### src/inc/cbh_pkg.sv
package cbh_pkg;

	// register byte addresses on the host bus
	localparam logic [31:0] ADDR_IN_BYTE    = 32'h1f40_0004;
	localparam logic [31:0] ADDR_TRI_CTRL   = 32'h1f50_0000;
	localparam logic [31:0] ADDR_OUT_LATCH  = 32'h1f6a_0000;
	localparam logic [31:0] ADDR_STATUS     = 32'h1f40_0008;
	localparam logic [31:0] ADDR_IRQ_STAT   = 32'h1f40_000c;
	localparam logic [31:0] ADDR_IRQ_MASK   = 32'h1f40_0010;
	localparam logic [31:0] ADDR_SER_CTRL   = 32'h1f40_0014;
	localparam logic [31:0] ADDR_SER_DATA   = 32'h1f40_0018;
	localparam logic [31:0] ADDR_SER_DIV    = 32'h1f40_001c;

	// status register fields
	localparam int ST_IN_READY  = 0;
	localparam int ST_OUT_READY = 1;
	localparam int ST_TRI_IN    = 2;
	localparam int ST_SER_BUSY  = 3;
	localparam int ST_CTS       = 4;

	// interrupt event fields, same layout in status and mask
	localparam int IRQ_IN_READY = 0;
	localparam int IRQ_OUT_ACK  = 1;
	localparam int IRQ_SER_DONE = 2;
	localparam int IRQ_W        = 3;

	// control fields
	localparam int TRI_DRIVE_BIT = 0;
	localparam int SER_RTS_BIT   = 0;

	// reset values
	localparam logic [7:0]  RST_OUT_LATCH = 8'h00;
	localparam logic [15:0] RST_TRI_CTRL  = 16'h0000;
	localparam logic [15:0] RST_SER_DIV   = 16'h00d9;
	localparam logic [2:0]  RST_IRQ       = 3'h0;

	// serial frame: start bit, eight data bits, stop bit
	localparam logic [3:0]  SER_FRAME_BITS = 4'ha;

	typedef struct packed {
		logic [31:0] addr;
		logic [31:0] wdata;
		logic        wr;
		logic        rd;
	} cbh_bus_req_s;

	typedef enum logic [1:0] {
		SER_IDLE,
		SER_WAIT_CTS,
		SER_SEND
	} cbh_ser_state_e;

endpackage : cbh_pkg

### src/core/cbh_cart_port.sv
// Design decision made here: the address-and-strobe port.
`timescale 1ns/1ps
// Contract
// - output latch keeps the last host byte and drives it on cartridge out lines
// - host reads the eight cartridge input lines as one byte
// - tristate line floats or drives the level of output bit 0
// - every write to output latch sets output-ready, even same value
// - acknowledge going low clears output-ready
// - input strobe pulse sets input-ready until host reads the input port
// - both ready flags are readable by the host
// - output direction holds one byte in its latch; input byte is read live, not captured at the strobe
// - serial transmitter waits to start a frame while clear-to-send is deasserted
module cbh_cart_port (
	input  wire logic                  clk,
	input  wire logic                  rst_n,
	input  wire cbh_pkg::cbh_bus_req_s bus_req,
	output logic [31:0]                rdata,
	output logic [7:0]                 cart_out_bits,
	input  wire logic [7:0]            cart_in_bits,
	output logic                       tristate_line_o,
	output logic                       tristate_line_oe_n,
	input  wire logic                  tristate_line_i,
	input  wire logic                  input_strobe_n,
	input  wire logic                  output_ack_n,
	output logic                       input_ready_flag,
	output logic                       output_ready_flag,
	output logic                       aux_tx,
	output logic                       aux_rts_n,
	input  wire logic                  aux_cts_n,
	output logic                       irq
);

	localparam int IRQ_W_L = cbh_pkg::IRQ_W;

	logic [7:0]  out_latch_ff;
	logic [15:0] tri_ctrl_ff;
	logic        tri_o_ff;
	logic        tri_oe_n_ff;
	logic        in_ready_ff;
	logic        out_ready_ff;
	logic [31:0] rdata_ff;
	logic [31:0] nxt_rdata;
	logic [7:0]  in_s1_ff;
	logic [7:0]  in_s2_ff;
	logic [2:0]  strb_sync_ff;
	logic [2:0]  ack_sync_ff;
	logic [1:0]  cts_sync_ff;
	logic [1:0]  tri_sync_ff;
	logic [IRQ_W_L-1:0] irq_stat_ff;
	logic [IRQ_W_L-1:0] irq_mask_ff;
	logic [IRQ_W_L-1:0] irq_event;
	logic        irq_ff;
	logic        rts_ff;
	logic        rts_n_ff;
	logic [15:0] ser_div_ff;
	logic [7:0]  ser_hold_ff;
	logic [9:0]  ser_shift_ff;
	logic [3:0]  ser_bits_ff;
	logic [15:0] ser_baud_ff;
	logic        ser_done_ff;
	logic        aux_tx_ff;
	cbh_pkg::cbh_ser_state_e ser_state_ff;

	logic wr_out;
	logic wr_tri;
	logic wr_istat;
	logic wr_imask;
	logic wr_sctrl;
	logic wr_sdata;
	logic wr_sdiv;
	logic rd_in;
	logic strobe_fall;
	logic ack_fall;
	logic cts_ok;

	// address decode, one select per register
	assign wr_out   = bus_req.wr && (bus_req.addr == cbh_pkg::ADDR_OUT_LATCH);
	assign wr_tri   = bus_req.wr && (bus_req.addr == cbh_pkg::ADDR_TRI_CTRL);
	assign wr_istat = bus_req.wr && (bus_req.addr == cbh_pkg::ADDR_IRQ_STAT);
	assign wr_imask = bus_req.wr && (bus_req.addr == cbh_pkg::ADDR_IRQ_MASK);
	assign wr_sctrl = bus_req.wr && (bus_req.addr == cbh_pkg::ADDR_SER_CTRL);
	assign wr_sdata = bus_req.wr && (bus_req.addr == cbh_pkg::ADDR_SER_DATA);
	assign wr_sdiv  = bus_req.wr && (bus_req.addr == cbh_pkg::ADDR_SER_DIV);
	assign rd_in    = bus_req.rd && (bus_req.addr == cbh_pkg::ADDR_IN_BYTE);

	// pin synchronisers; stage one feeds only stage two
	always_ff @(posedge clk or negedge rst_n)
	begin
		if (!rst_n)
		begin
			in_s1_ff     <= 8'h00;
			in_s2_ff     <= 8'h00;
			strb_sync_ff <= 3'h7;
			ack_sync_ff  <= 3'h7;
			cts_sync_ff  <= 2'h3;
			tri_sync_ff  <= 2'h3;
		end
		else
		begin
			in_s1_ff     <= cart_in_bits;
			in_s2_ff     <= in_s1_ff;
			strb_sync_ff <= {strb_sync_ff[1:0], input_strobe_n};
			ack_sync_ff  <= {ack_sync_ff[1:0], output_ack_n};
			cts_sync_ff  <= {cts_sync_ff[0], aux_cts_n};
			tri_sync_ff  <= {tri_sync_ff[0], tristate_line_i};
		end
	end

	// edges are taken between stages two and three only
	assign strobe_fall = strb_sync_ff[2] && !strb_sync_ff[1];
	assign ack_fall    = ack_sync_ff[2] && !ack_sync_ff[1];
	assign cts_ok      = !cts_sync_ff[1];

	// output latch and its copy of bit 0 for the tristate pin
	always_ff @(posedge clk or negedge rst_n)
	begin
		if (!rst_n)
		begin
			out_latch_ff <= cbh_pkg::RST_OUT_LATCH;
			tri_o_ff     <= 1'b0;
		end
		else if (wr_out)
		begin
			out_latch_ff <= bus_req.wdata[7:0];
			tri_o_ff     <= bus_req.wdata[0];
		end
	end

	// tristate control; oe_n low means the pin is driven
	always_ff @(posedge clk or negedge rst_n)
	begin
		if (!rst_n)
		begin
			tri_ctrl_ff <= cbh_pkg::RST_TRI_CTRL;
			tri_oe_n_ff <= 1'b1;
		end
		else if (wr_tri)
		begin
			tri_ctrl_ff <= bus_req.wdata[15:0];
			tri_oe_n_ff <= !bus_req.wdata[cbh_pkg::TRI_DRIVE_BIT];
		end
	end

	// transmit slot full flag; a write beats a coinciding ack
	always_ff @(posedge clk or negedge rst_n)
	begin
		if (!rst_n)
			out_ready_ff <= 1'b0;
		else if (wr_out)
			out_ready_ff <= 1'b1;
		else if (ack_fall)
			out_ready_ff <= 1'b0;
	end

	// receive slot flag; a strobe in the read cycle is not lost
	always_ff @(posedge clk or negedge rst_n)
	begin
		if (!rst_n)
			in_ready_ff <= 1'b0;
		else if (strobe_fall)
			in_ready_ff <= 1'b1;
		else if (rd_in)
			in_ready_ff <= 1'b0;
	end

	// sticky event bits, write one to clear, set wins
	assign irq_event[cbh_pkg::IRQ_IN_READY] = strobe_fall;
	assign irq_event[cbh_pkg::IRQ_OUT_ACK]  = ack_fall && !wr_out;
	assign irq_event[cbh_pkg::IRQ_SER_DONE] = ser_done_ff;

	always_ff @(posedge clk or negedge rst_n)
	begin
		if (!rst_n)
			irq_stat_ff <= cbh_pkg::RST_IRQ;
		else if (wr_istat)
			irq_stat_ff <= (irq_stat_ff & ~bus_req.wdata[IRQ_W_L-1:0]) | irq_event;
		else
			irq_stat_ff <= irq_stat_ff | irq_event;
	end

	always_ff @(posedge clk or negedge rst_n)
	begin
		if (!rst_n)
			irq_mask_ff <= cbh_pkg::RST_IRQ;
		else if (wr_imask)
			irq_mask_ff <= bus_req.wdata[IRQ_W_L-1:0];
	end

	// registered so the interrupt pin comes from a flop
	always_ff @(posedge clk or negedge rst_n)
	begin
		if (!rst_n)
			irq_ff <= 1'b0;
		else
			irq_ff <= |(irq_stat_ff & irq_mask_ff);
	end

	// serial control: request-to-send and baud divisor
	always_ff @(posedge clk or negedge rst_n)
	begin
		if (!rst_n)
		begin
			rts_ff   <= 1'b0;
			rts_n_ff <= 1'b1;
		end
		else if (wr_sctrl)
		begin
			rts_ff   <= bus_req.wdata[cbh_pkg::SER_RTS_BIT];
			// own flop for the pin, so no inverter sits after it
			rts_n_ff <= !bus_req.wdata[cbh_pkg::SER_RTS_BIT];
		end
	end

	always_ff @(posedge clk or negedge rst_n)
	begin
		if (!rst_n)
			ser_div_ff <= cbh_pkg::RST_SER_DIV;
		else if (wr_sdiv)
			ser_div_ff <= bus_req.wdata[15:0];
	end

	// serial transmitter; a data write while busy is dropped
	always_ff @(posedge clk or negedge rst_n)
	begin
		if (!rst_n)
		begin
			ser_state_ff <= cbh_pkg::SER_IDLE;
			ser_hold_ff  <= 8'h00;
			ser_shift_ff <= 10'h3ff;
			ser_bits_ff  <= 4'h0;
			ser_baud_ff  <= 16'h0000;
			ser_done_ff  <= 1'b0;
			aux_tx_ff    <= 1'b1;
		end
		else
		begin
			ser_done_ff <= 1'b0;
			case (ser_state_ff)
				cbh_pkg::SER_IDLE:
				begin
					if (wr_sdata)
					begin
						ser_hold_ff  <= bus_req.wdata[7:0];
						ser_state_ff <= cbh_pkg::SER_WAIT_CTS;
					end
				end
				cbh_pkg::SER_WAIT_CTS:
				begin
					// nothing leaves the pin until clear-to-send is seen
					if (cts_ok)
					begin
						ser_shift_ff <= {1'b1, ser_hold_ff, 1'b0};
						ser_bits_ff  <= cbh_pkg::SER_FRAME_BITS;
						ser_baud_ff  <= ser_div_ff;
						aux_tx_ff    <= 1'b0;
						ser_state_ff <= cbh_pkg::SER_SEND;
					end
				end
				cbh_pkg::SER_SEND:
				begin
					if (ser_baud_ff != 16'h0000)
						ser_baud_ff <= ser_baud_ff - 16'h0001;
					else if (ser_bits_ff == 4'h1)
					begin
						aux_tx_ff    <= 1'b1;
						ser_done_ff  <= 1'b1;
						ser_state_ff <= cbh_pkg::SER_IDLE;
					end
					else
					begin
						// frame already started goes out whole even if cts drops
						ser_shift_ff <= {1'b1, ser_shift_ff[9:1]};
						aux_tx_ff    <= ser_shift_ff[1];
						ser_bits_ff  <= ser_bits_ff - 4'h1;
						ser_baud_ff  <= ser_div_ff;
					end
				end
				default:
					ser_state_ff <= cbh_pkg::SER_IDLE;
			endcase
		end
	end

	// read mux; unmapped and write-only addresses read zero
	always_comb
	begin
		nxt_rdata = 32'h0000_0000;
		if (bus_req.rd)
		begin
			case (bus_req.addr)
				cbh_pkg::ADDR_IN_BYTE:
					nxt_rdata = {24'h000000, in_s2_ff};
				cbh_pkg::ADDR_STATUS:
				begin
					nxt_rdata[cbh_pkg::ST_IN_READY]  = in_ready_ff;
					nxt_rdata[cbh_pkg::ST_OUT_READY] = out_ready_ff;
					nxt_rdata[cbh_pkg::ST_TRI_IN]    = tri_sync_ff[1];
					nxt_rdata[cbh_pkg::ST_SER_BUSY]  = (ser_state_ff != cbh_pkg::SER_IDLE);
					nxt_rdata[cbh_pkg::ST_CTS]       = cts_ok;
				end
				cbh_pkg::ADDR_IRQ_STAT:
					nxt_rdata = {29'h0, irq_stat_ff};
				cbh_pkg::ADDR_IRQ_MASK:
					nxt_rdata = {29'h0, irq_mask_ff};
				cbh_pkg::ADDR_SER_CTRL:
					nxt_rdata = {31'h0, rts_ff};
				cbh_pkg::ADDR_SER_DIV:
					nxt_rdata = {16'h0000, ser_div_ff};
				default:
					nxt_rdata = 32'h0000_0000;
			endcase
		end
	end

	always_ff @(posedge clk or negedge rst_n)
	begin
		if (!rst_n)
			rdata_ff <= 32'h0000_0000;
		else
			rdata_ff <= nxt_rdata;
	end

	// every output straight from a flop
	assign rdata              = rdata_ff;
	assign cart_out_bits      = out_latch_ff;
	assign tristate_line_o    = tri_o_ff;
	assign tristate_line_oe_n = tri_oe_n_ff;
	assign input_ready_flag   = in_ready_ff;
	assign output_ready_flag  = out_ready_ff;
	assign aux_tx             = aux_tx_ff;
	assign aux_rts_n          = rts_n_ff;
	assign irq                = irq_ff;

endmodule : cbh_cart_port

### config.mk
export PLATFORM = sky130hd
export DESIGN_NAME = cbh_cart_port
export DESIGN_NICKNAME = d
export VERILOG_FILES = /design/src/inc/cbh_pkg.sv /design/src/core/cbh_cart_port.sv
export SDC_FILE = /design/constraint.sdc
export NUM_CORES = 1
export LEC_CHECK = 0
export BUFFER_PORTS_ARGS = -buffer_cell sky130_fd_sc_hd__buf_2
export CORE_ASPECT_RATIO = 0.6
export CORE_UTILIZATION = 26
export CTS_CLUSTER_DIAMETER = 30
export DETAILED_ROUTE_END_ITERATION = 10
export SETUP_SLACK_MARGIN = 0.2
export SLEW_MARGIN = 40
export SYNTH_ARGS = -nofsm -noshare
export SYNTH_HDL_FRONTEND = slang
export SYNTH_SLANG_ARGS = --single-unit
### constraint.sdc
create_clock -name clk -period 6 [get_ports clk]
set_input_delay 0.9 -clock clk [delete_from_list [all_inputs] [get_ports clk]]
set_output_delay 0.9 -clock clk [all_outputs]
set_load 0.02 [all_outputs]
# Yosys cells after proc, flatten, opt, wreduce, memory -nomap -nowiden
# Index checks and enable logic that the tools add are counted.
# totals
reg_bits,137
in_bits,80
output_inout_bits,47
wordCells,110
# op_classes
n_addsub,2
eq_ne,18
n_mux,32
n_bitwise,5
reduce_logical,28
# ops
cell,count
32-bit by 29-bit == test with 1-bit output (second input constant),9
16-bit 2-to-1 mux,4
16-bit case mux with 2 select lines,1
10-bit 2-to-1 mux,3
5-bit case mux with 6 select lines,1
11-bit case mux with 2 select lines,1
10-bit case mux with 2 select lines,1
16-bit nonzero test,1
16-bit by 1-bit subtractor with 16-bit output (second input constant),1
4-bit 2-to-1 mux,3
1-bit logical AND,11
1-bit 2-to-1 mux,10
2-bit != test (second input constant),5
2-bit 2-to-1 mux,4
4-bit case mux with 2 select lines,1
4-bit AND reduction,2
2-bit nonzero test,4
3-bit AND,2
3-bit OR,2
2-bit case mux with 3 select lines,1
3-bit AND reduction,2
1-bit logical NOT,5
4-bit by 1-bit == test with 1-bit output (second input constant),1
4-bit by 1-bit subtractor with 4-bit output (second input constant),1
9 further kinds,9

# Depth between registers and ports, before layout
# depth
depth_word,6
ltp_mapped,9
ltp_nobuf,7

# Least setup slack after synthesis
# Ideal clock, no wire load.
# synth_path
kind,input port to flip-flop
start,input port bus_req[61] (netlist bit)
end,register out_latch_ff[0] (netlist: cart_out_bits[0])
setup_time_ps,125
t_arrival_ps,2715
required_time_ps,5875
path_slack_ps,3160
cell_stages,6
path_buffers,1
path_cell_list,nand4_1 > or4_1 > buf_2 > or2_4 > nor4_4 > mux2_2
# synth_via
elab_chain_len,2
# synth_lines
element,line,source
"start, declared",cbh_cart_port.sv:16,"input wire cbh_pkg::cbh_bus_req_s bus_req,"
32-bit by 29-bit == test with 1-bit output,cbh_cart_port.sv:77,assign wr_out = bus_req.wr && (bus_req.addr == cbh_pkg::ADDR_OUT_LATCH);
1-bit logical AND,cbh_cart_port.sv:77,
"end signal, assigned",cbh_cart_port.sv:119,out_latch_ff <= cbh_pkg::RST_OUT_LATCH;
"end signal, assigned",cbh_cart_port.sv:124,out_latch_ff <= bus_req.wdata[7:0];
"end, declared",cbh_cart_port.sv:35,logic [7:0] out_latch_ff;
# No other way between the ends.
# A chain may end at the register's enable or synchronous reset.

# Worst setup path after layout
# Same ends and word-level chain as after synthesis.

==> impl_metrics.env <==
export IMPL_syn_area_um2=5330
export IMPL_met2_length_um=5084
export IMPL_power_leakage_nw=3.176
export IMPL_grt_max_degree=61
export IMPL_worstSkewPairLatency_ns=0.41
export IMPL_vias_per_cell=4.733
export IMPL_ys_warnings_count=0
export IMPL_cts_root_buf="clkbuf_16"
export IMPL_place_area_um2=6056
export IMPL_gr_total_overflow=0
export IMPL_worst_setup_path_start_kind="input pin"
export IMPL_post_dp_hpwl_um=9517
export IMPL_async_reset_ff_frac=1.000
export IMPL_drtAntennaViolNets=0
export IMPL_synthFlopType="dfrtp_1"
export IMPL_hold_violations=0
export IMPL_cts_made_buffers=17
export IMPL_hold_buffers=0
export IMPL_grt_pass1_vias=3732
export IMPL_die_h_um=112.9
export IMPL_routabilityCongestion=0.8064
export IMPL_cts_num_sinks=118
export IMPL_netlist_area_leader_share=0.4319
export IMPL_synth_area_per_cell_um2=11.61
export IMPL_ios=127
export IMPL_p_per_area_nw_per_um2=286.0
export IMPL_nNetsFinal=645
export IMPL_die_w_um=186.8
export IMPL_dr_pass1_iters=5
export IMPL_start_util=0.2656
export IMPL_synth_cells=459
export IMPL_slew_violations=0
export IMPL_slew_headroom=0.4330
export IMPL_portBuffers=94
export IMPL_drc_errors=0
export IMPL_antenna_found_initial=1
export IMPL_design_die_area_um2=21100
export IMPL_clkTransAtPathRegs_ns=0.05
export IMPL_hp_class="reg -> reg"
export IMPL_globalRouteTotalUtil=0.1316
export IMPL_rsz0062_at_grt="no"
export IMPL_seq_area_frac_synth=0.5601
export IMPL_setup_viol=0
export IMPL_ys_ff_latch=118
export IMPL_final_cell_mix="93 x buf_2, 92 x dfrtp_1, 40 x mux2_2"
export IMPL_dr_first_iter_drc_count=286
export IMPL_core_area_um2=20070
export IMPL_drive_above_1_share=0.3800
export IMPL_wl_per_cell_um=15.62
export IMPL_routedLengthMet1_um=6935
export IMPL_maxCapViolations=0
export IMPL_area_growth_pct=25.80
export IMPL_finalCriticalPeriod_ns=2.862
export IMPL_highest_layer="met4"
export IMPL_synthTopCellsByArea="dfrtp_1 43%, dfstp_2 13%, mux2_2 8.5%, buf_4 2.5%, a21oi_1 2.1%"
export IMPL_max_freq_ghz=0.3495
export IMPL_clock_skew_ns=0.009158
export IMPL_placementRows=40
export IMPL_grt_first_pass_wirelength_um=21130
export IMPL_final_area_um2=6705
export IMPL_outcome="complete, no violations"
export IMPL_cts_setup_buffers=0
export IMPL_cts_max_level=4
export IMPL_worst_pin_slew_ns=0.8427
export IMPL_cp_max_fo=7
export IMPL_vias=3999
export IMPL_hold_slack_ns=0.3460
export IMPL_fin_crit_sh=0.4769
export IMPL_vdd_drop_max_mv=0.1949
export IMPL_cts_resized_gates=0
export IMPL_synthDistinctLibCells=54
export IMPL_final_common_cell="buf_2"
export IMPL_routed_wl_um=13200
export IMPL_critPathArrivalTime_ns=3.15
export IMPL_worstPathRequired_ns=6.29
export IMPL_cp_end_kind="flop"
export IMPL_yosys_area_top_type="dfrtp_1"
export IMPL_setup_tns_ns=0
export IMPL_cts_tree="built"
export IMPL_worstSetupPathType="in -> reg"
export IMPL_wl_met3_um=1066
export IMPL_synth_edf_count=0
export IMPL_cts_buffer_depth=2
-- power breakdown --
part	total [W]	internal [W]	leakage, nW	switching [W]
clock	0.00104	0.000693	0.303	0.000344
combinational	0.0000684	0.0000216	1.37	0.0000468
sequential	0.000812	0.000809	1.50	0.00000328
-- metrics by stage --
step	total power, W	util	worst slack (ns)	std cells
after floorplan	0.0008532	-	3.160	474
after global placement	0.0008933	0.3011	2.604	811
after detailed placement	0.0008941	0.3017	2.750	812
after CTS	0.001945	0.3322	3.178	844
after global routing	0.001991	0.3340	3.036	844
final	0.001918	0.3341	3.138	845
-- synth_stat cells, drive strengths merged (6+ instances only) --
cell     n
a21oi   22
or3      9
buf     21
nor4    14
dfstp   26
or4      6
a22o    10
inv     18
nor2    23
nand2   22
ha       7
dfrtp   92
nor3    16
o21ai   20
o221a    7
mux2    40
clkbuf  12
and2    12
-- area by class of cell --
type / instances / area [um2]
clock inverters: 9 / 122.6
inverters: 18 / 67.56
repair buffers: 98 / 510.5
well taps: 273 / 341.6
multi-input cells: 305 / 2187
flip-flops and latches: 118 / 2985
fillers: 2027 / 13360
clock buffers: 23 / 488.0
diodes: 1 / 2.502
-- metal layers --
metal,vias to the layer above,track usage
met1,1981,0.2054
met5,-,0
met2,148,0.1647
met3,10,0.04218
met4,0,0.04262
li1,1860,-
-- final timing paths --
check / depth (start not counted) / endpoint / slack [ns] / from
min in group asynchronous: 1 / rdata[11] / 0.46 / rst_n
hold reg to reg: 0 / in_s2_ff[1] / 0.35 / in_s1_ff[1]
setup / recovery: 7 / cart_out_bits[0] / 3.14 / bus_req[61]
hold / removal: 0 / in_s2_ff[1] / 0.35 / in_s1_ff[1]
setup reg to reg: 4 / ser_shift_ff[7] / 3.24 / ser_baud_ff[10]
max in group asynchronous: 2 / ser_shift_ff[6] / 4.58 / rst_n
-- kinds of logic (layout without fill, tap and decap cells) --
| kind of cell | after synthesis | count (layout) | share of synthesized area |
|---|---|---|---|
| simple gates | 137 | 137 | 0.1481 |
| xor+xnor | 1 | 1 | 0.001643 |
| other cells | 1 | 17 | 0.0007035 |
| buf+inv | 51 | 148 | 0.04929 |
| flops | 118 | 118 | 0.5601 |
| mux | 44 | 44 | 0.09202 |
| fa+ha+maj | 7 | 7 | 0.01643 |
| compound gates | 100 | 100 | 0.1317 |
-- sequential cells by signal, indices dropped and copies added, names as in the netlist, 3 cells and up --
name,count
rdata,16
ser_baud_ff,16
ser_div_ff,16
cart_out_bits,8
in_s1_ff,8
in_s2_ff,8
ser_hold_ff,8
ser_shift_ff,8
ser_bits_ff,4
ack_sync_ff,3
irq_mask_ff,3
irq_stat_ff,3
strb_sync_ff,3
-- worst max-delay path, cell delays in order --
cell and delay, ns:
buf_2 0.08, nand4_1 0.08, or4_1 0.62, or2_4 0.32, nor4_4 0.51, buf_4 0.28, mux2_2 0.35
No activity file was read; power rests on OpenSTA's default activity.
